[src/adc_port_pkg.sv]
package adc_port_pkg;

  // ----------------------------------------------------------------
  // Widths and codes
  // ----------------------------------------------------------------
  localparam int unsigned WORD_W  = 8;
  localparam int unsigned LEVEL_W = 16;
  localparam logic [WORD_W-1:0] CODE_ZERO  = 8'h00;
  localparam logic [WORD_W-1:0] CODE_FULL  = 8'hFF;
  localparam logic [WORD_W-1:0] RESET_CODE = 8'h00;

  // ----------------------------------------------------------------
  // Timing
  // ----------------------------------------------------------------
  localparam int unsigned LATENCY_HALF_CYCLES = 5;
  localparam int unsigned RISE_STAGES         = 3;

  typedef struct packed {
    logic [LEVEL_W-1:0] reference_top_level;
    logic [LEVEL_W-1:0] reference_bottom_level;
  } ref_levels_t;

endpackage : adc_port_pkg

[src/adc_output_port.sv]
`timescale 1ns/1ps
`default_nettype none
module adc_output_port
(
  input  wire logic                      clk,
  input  wire logic                      rst,
  input  wire logic                      clk_en,
  input  wire logic                      sleep_request_pin,
  input  wire logic [15:0]               analog_level,
  input  wire adc_port_pkg::ref_levels_t refs,
  output logic [7:0]                     data_word_q
);
  import adc_port_pkg::*;

  // ----------------------------------------------------------------
  // Sampling on the falling edge
  // ----------------------------------------------------------------
  logic              run;
  logic [WORD_W-1:0] quant_code;
  logic [WORD_W-1:0] hold_q;
  logic [WORD_W-1:0] stage1_q;
  logic [WORD_W-1:0] stage2_q;

  assign run = clk_en && !sleep_request_pin;

  level_quantizer u_quant
  (
    .level (analog_level),
    .refs  (refs),
    .code  (quant_code)
  );

  always_ff @(negedge clk or posedge rst)
  begin
    if (rst)
      hold_q <= RESET_CODE;
    else if (run)
      hold_q <= quant_code;
  end

  // ----------------------------------------------------------------
  // Rising-edge pipeline to the output word
  // ----------------------------------------------------------------
  pipe_stage #(.W(WORD_W)) u_stage1
  (
    .clk (clk),
    .rst (rst),
    .adv (run),
    .d   (hold_q),
    .q   (stage1_q)
  );

  pipe_stage #(.W(WORD_W)) u_stage2
  (
    .clk (clk),
    .rst (rst),
    .adv (run),
    .d   (stage1_q),
    .q   (stage2_q)
  );

  pipe_stage #(.W(WORD_W)) u_stage_out
  (
    .clk (clk),
    .rst (rst),
    .adv (run),
    .d   (stage2_q),
    .q   (data_word_q)
  );

  // ----------------------------------------------------------------
  // Checks
  // ----------------------------------------------------------------
  a_fall_capture: assert property (
    @(negedge clk) disable iff (rst)
    run |=> hold_q == $past(quant_code))
    else $error("hold register missed the falling-edge sample");

  a_pipe_latency: assert property (
    @(posedge clk) disable iff (rst)
    run ##1 run ##1 run |=> data_word_q == $past(hold_q, 3))
    else $error("output word does not follow the sample by 2.5 cycles");

  a_range_code: assert property (
    @(posedge clk) disable iff (rst)
    analog_level == refs.reference_bottom_level |-> quant_code == CODE_ZERO)
    else $error("bottom level does not give code zero");

  a_below_floor: assert property (
    @(posedge clk) disable iff (rst)
    analog_level < refs.reference_bottom_level |-> quant_code == CODE_ZERO)
    else $error("level below bottom did not give all zeros");

  a_above_top: assert property (
    @(posedge clk) disable iff (rst)
    (analog_level > refs.reference_top_level &&
     refs.reference_top_level > refs.reference_bottom_level)
    |-> quant_code == CODE_FULL)
    else $error("level above top did not give all ones");

  a_free_running: assert property (
    @(posedge clk) disable iff (rst)
    run |=> stage1_q == $past(hold_q))
    else $error("pipeline did not advance while running");

  a_word_per_cycle: assert property (
    @(posedge clk) disable iff (rst)
    run |=> data_word_q == $past(stage2_q))
    else $error("no new output word this cycle");

  a_rise_change: assert property (
    @(posedge clk) disable iff (rst)
    data_word_q != $past(data_word_q) |-> $past(run))
    else $error("output changed without an advancing edge");

  a_sleep_hold: assert property (
    @(posedge clk) disable iff (rst)
    sleep_request_pin ##1 sleep_request_pin |-> $stable(data_word_q))
    else $error("output changed during sleep");

  a_stop_hold: assert property (
    @(posedge clk) disable iff (rst)
    !clk_en |=> $stable(data_word_q) && $stable(stage2_q))
    else $error("state changed with the clock stopped");

  c_full_scale: cover property (
    @(posedge clk) disable iff (rst) run && data_word_q == CODE_FULL);

  c_sleep_exit: cover property (
    @(posedge clk) disable iff (rst)
    sleep_request_pin ##1 !sleep_request_pin ##1 run[*3]);

  c_clock_stop: cover property (
    @(posedge clk) disable iff (rst) run ##1 !clk_en[*2] ##1 run);

endmodule : adc_output_port
`default_nettype wire

[src/level_quantizer.sv]
`timescale 1ns/1ps
`default_nettype none
module level_quantizer
(
  input  wire logic [15:0]               level,
  input  wire adc_port_pkg::ref_levels_t refs,
  output logic [7:0]                     code
);
  import adc_port_pkg::*;

  logic [LEVEL_W+WORD_W-1:0] num;
  logic [LEVEL_W+WORD_W-1:0] den;
  logic [LEVEL_W+WORD_W-1:0] quo;

  always_comb
  begin
    num = {level - refs.reference_bottom_level, CODE_ZERO};
    den = {CODE_ZERO, refs.reference_top_level - refs.reference_bottom_level};
    quo = '0;
    if (level <= refs.reference_bottom_level)
    begin
      code = CODE_ZERO;
    end
    else if (level >= refs.reference_top_level)
    begin
      code = CODE_FULL;
    end
    else
    begin
      quo  = num / den;
      code = quo[WORD_W-1:0];
    end
  end

endmodule : level_quantizer
`default_nettype wire

[src/pipe_stage.sv]
`timescale 1ns/1ps
`default_nettype none
module pipe_stage #(
  parameter int unsigned W = 8
)
(
  input  wire logic         clk,
  input  wire logic         rst,
  input  wire logic         adv,
  input  wire logic [W-1:0] d,
  output logic [W-1:0]      q
);
  always_ff @(posedge clk or posedge rst)
  begin
    if (rst)
      q <= '0;
    else if (adv)
      q <= d;
  end

endmodule : pipe_stage
`default_nettype wire

[config.mk]
export PLATFORM = sky130hd
export DESIGN_NAME = adc_output_port
export DESIGN_NICKNAME = d
export VERILOG_FILES = /design/src/adc_port_pkg.sv /design/src/adc_output_port.sv /design/src/level_quantizer.sv /design/src/pipe_stage.sv
export SDC_FILE = /design/constraint.sdc
export NUM_CORES = 1
export LEC_CHECK = 0
export BUFFER_PORTS_ARGS = -buffer_cell sky130_fd_sc_hd__buf_2
export CAP_MARGIN = 5
export CORE_MARGIN = 2
export CORE_UTILIZATION = 67
export DETAILED_ROUTE_END_ITERATION = 10
export GPL_ROUTABILITY_DRIVEN = 0
export GPL_TIMING_DRIVEN = 1
export PLACE_DENSITY_LB_ADDON = 0.3
export SYNTH_ARGS = -nofsm -noshare
export SYNTH_HDL_FRONTEND = slang
export SYNTH_HIERARCHICAL = 1
export SYNTH_SLANG_ARGS = --single-unit
[constraint.sdc]
create_clock -name clk -period 1.1 [get_ports clk]
set_clock_uncertainty 0.2 [all_clocks]
set_input_delay 0.11 -clock clk [delete_from_list [all_inputs] [get_ports clk]]
set_output_delay 0.11 -clock clk [all_outputs]
set_load 0.005 [all_outputs]
==> results.cfg, run 1 <==
[synthesis]
postSynthAreaPerCell_sq_um = 7.33
ys.flop_type = dfrtp_1
synth_cells = 2553
synth_edf_count = 0
syn-num-nets = 2911
yosysWarnings = 6
yosysSeqAreaShare_pct = 4.28
ys_types = 121
syn_area_sq_um = 18700
ys_seq_elements = 32
async_flop_share_pct = 100

[run_status]
failing_step = detailed placement
firstError = [ERROR DPL-0038] Utilization greater than 100%, impossible to legalize
status = stopped before the end

[die]
start_util_pct = 67.7
die_y_um = 171
num_rows = 61
die_w_um = 171
io_pins = 60

[placed_design]
portBuffers = 59
[synth_stat cells, types with 7 or more instances]
cell type	number	area (sq um)
ha_1	303	3790
nor2_1	222	833
a21oi_1	221	1110
nand2_1	199	747
o21ai_0	152	761
inv_1	123	462
xnor2_1	112	981
o21a_1	90	676
a21o_1	81	608
nor3_1	79	395
xor2_1	72	631
nand3_1	66	330
mux2_2	65	732
clkbuf_1	44	165
nor2b_1	41	257
o21bai_1	38	285
nand4_1	37	231
a31oi_1	33	206
mux2_4	33	495
a211oi_1	31	233
o31ai_1	30	225
nand2b_1	27	169
o211ai_1	26	195
or3_1	25	156
dfrtp_1	24	601
and3_1	19	119
mux2i_1	18	180
or2_2	18	113
and2_1	15	93.8
o22ai_1	15	93.8
a211o_1	14	123
and4_1	13	114
nor4_1	13	81.3
o211a_1	12	120
o21ai_1	11	55.1
buf_6	10	113
o2111ai_1	10	87.6
buf_2	9	45.0
dfrtn_1	8	200
o221ai_1	7	61.3
o41ai_1	7	61.3
[stage by stage]
stage	TNS (ns)	instances	hold slack [ns]	worst slack (ns)
after global placement	-314.29	3975	-0.113	-47.49
after floorplan	-315.32	2553	-0.274	-48.56
[cells by family after synthesis]
family / Yosys count / synth area share (%)
and+or+nand+nor: 819 / 21.6
muxes: 123 / 7.96
buffers and inverters: 200 / 4.64
AOI/OAI and AO/OA: 889 / 32.3
xor gates and xnor gates: 184 / 8.62
adders and majority gates: 306 / 20.6
DFF: 32 / 4.28
==> run 2, diff against run 1 <==
--- a/config.mk
+++ b/config.mk
@@ -8,11 +8,11 @@
 export BUFFER_PORTS_ARGS = -buffer_cell sky130_fd_sc_hd__buf_2
 export CAP_MARGIN = 5
 export CORE_MARGIN = 2
-export CORE_UTILIZATION = 67
+export CORE_UTILIZATION = 40
 export DETAILED_ROUTE_END_ITERATION = 10
 export GPL_ROUTABILITY_DRIVEN = 0
 export GPL_TIMING_DRIVEN = 1
-export PLACE_DENSITY_LB_ADDON = 0.3
+export PLACE_DENSITY_LB_ADDON = 0.15
 export SYNTH_ARGS = -nofsm -noshare
 export SYNTH_HDL_FRONTEND = slang
 export SYNTH_HIERARCHICAL = 1
==> run 2 against run 1 <==
The flow now finishes, with violations (setup timing). Synthesized cell count did not move. Area after synthesis did not move.
==> results.cfg, run 2 <==
[synthesis]
synth.top_cells.by_area = ha_1, a21oi_1, xnor2_1
syn-num-nets = 2911
synth.most_common_cell = ha_1
synth_edf_count = 0
yosysSeqAreaShare_pct = 4.28
synth_commonest_cells = ha_1, nor2_1, a21oi_1, nand2_1, o21ai_0
postSynthAreaPerCell_sq_um = 7.33
ys_types = 121
syn_area_sq_um = 18700
ys_seq_elements = 32
yosysWarnings = 6
async_flop_share_pct = 100
yosys.area.top_type = ha_1
synth_top_cell_area_share_pct = 20.3
ys.flop_type = dfrtp_1
synth_cells = 2553

[die]
coreArea_sq_um = 46400
die_y_um = 220
start_util_pct = 40.3
num_rows = 79
io_pins = 60
die_w_um = 220
dieArea_sq_um = 48500

[clock_tree]
h-tree-depth = 2
clk_pin_slew_ns = 0.04
cts_tree = yes
cts_num_sinks = 32
clockBufferDepth = 2
clkLatencyLatePin_ns = 0.30
cts-root-buf = clkbuf_16
numCtsBuffers = 5

[grt]
antenna_found_initial = 3
grt_overflow_total = 0
first_global_vias = 26400
grt_max_degree = 29
grt_pass1_wl_um = 132000
grtUsageTotal_pct = 33.3

[setup_path]
crit_path_end_kind = flip-flop
crit_type = input port to flip-flop
cp-start-kind = input port
cp_data_arrival_time_ns = 49.84
cpMostUsedCell = buf_4
critPathMaxFanout = 8
slowest_stage = a2111o_1
critPathMaxStageDelay_ns = 0.45
cp_data_required_time_ns = 0.49

[finish]
final_cell_mix = buf_4, ha_1, nor2_1, nand2_1, a21oi_1
final_util_pct = 70.9
final_cells = 4541
n_antenna_cell = 0
layout-drive-gt1-share_pct = 49.9
nets = 4291
syn_to_final_growth_pct = 75.7
layout_commonest_cell = buf_4

[job]
maxCapViolCount = 0

[routing]
drt-pass1-iter-count = 5
wire_per_inst_um = 19.0
viasPerCell = 5.80
initialDrtViolationCount = 1964
ant_nets = 0
drt-total-wl_um = 86500
drcViolationCount = 0
vias = 26300

[run_status]
violations = setup timing
status = complete, but fails checks

[timing]
setup_viol = 16
finalWorstSetupSlack_ns = -49.35
rsz0062_at_grt = true
drv_slew = 0
relSlewSlack_pct = 53.8
tightest_slew_ns = 0.693
hold_violations = 0

[placed_design]
portBuffers = 59
dpl.hpwl_um = 62600
dp.cells = 4280

[hold_path]
min_path_type = input port to async pin
run 2: area by class of cell:
class,count,area [sq um]
flip-flops and latches,32,801
fillers,3512,13500
well taps,607,759
multi-input cells,2326,19700
clock buffers,8,146
inverters,131,534
repair buffers,1437,11000
run 2: worst max-delay path: cells and delay by family:
family / cells / cell delay, ns
buf+inv: 44 / 4.99
mux: 9 / 2.46
simple gates: 73 / 10.92
compound gates: 133 / 24.32
fa+ha+maj: 24 / 6.89
run 2: repair_timing:
item | in CTS | in global routing
resized for setup | 202 | 162
setup endpoints to repair | 32 | 24
hold buffers | 1 | 0
gates cloned | 6 | 1
hold endpoints to repair | 24 | 0
pin swaps | 109 | 115
setup buffers | 174 | 71
run 2: kinds of logic (layout without fill, tap and decap cells):
group / count (synthesis) / count (layout) / share of synthesized area, %
muxes: 123 / 123 / 7.96
adders and majority gates: 306 / 306 / 20.6
and+or+nand+nor: 819 / 824 / 21.6
xor gates and xnor gates: 184 / 184 / 8.62
buffers and inverters: 200 / 1576 / 4.64
DFF: 32 / 32 / 4.28
AOI/OAI and AO/OA: 889 / 889 / 32.3
run 2: per-layer routing:
layer	GRT usage, %	up-vias	share of wire (%)
met4	14.1	4	5.1
met3	3.99	322	6.6
met1	41.0	12600	41
li1	-	12400	-
met2	58.3	1049	47
met5	0	-	0.027
run 2: through the flow:
stage	setup TNS [ns]	setup slack, ns	cell area [sq um]	hold slack (ns)
final	-321.77	-49.35	32900	0.0612
after global routing	-334.74	-51.52	32900	0.0806
after CTS	-307.75	-47.23	31500	0.0675
after detailed placement	-336.59	-50.19	29000	-0.0959
after global placement	-328.27	-48.97	29000	-0.103
after floorplan	-315.32	-48.56	20000	-0.274
run 2: worst paths after layout:
path / from / end / slack [ns] / cells past startpoint
worst max register to register: hold_q[7] / u_stage1/q[7] / -0.40 / 1
min in group clk: sleep_request_pin / u_stage1/q[2] / 0.30 / 5
worst max-delay path: refs[3] / hold_q[0] / -49.35 / 283
worst min register to register: u_stage_out/q[7] / u_stage_out/q[7] / 0.30 / 1
worst min-delay path: rst / hold_q[0] / 0.06 / 3
max in group asynchronous: rst / u_stage2/q[3] / 0.24 / 3
Power of run 2 is left out: the tool's default activity adds up to more than one toggle a clock period on the data nets, which glitch-free logic cannot reach.
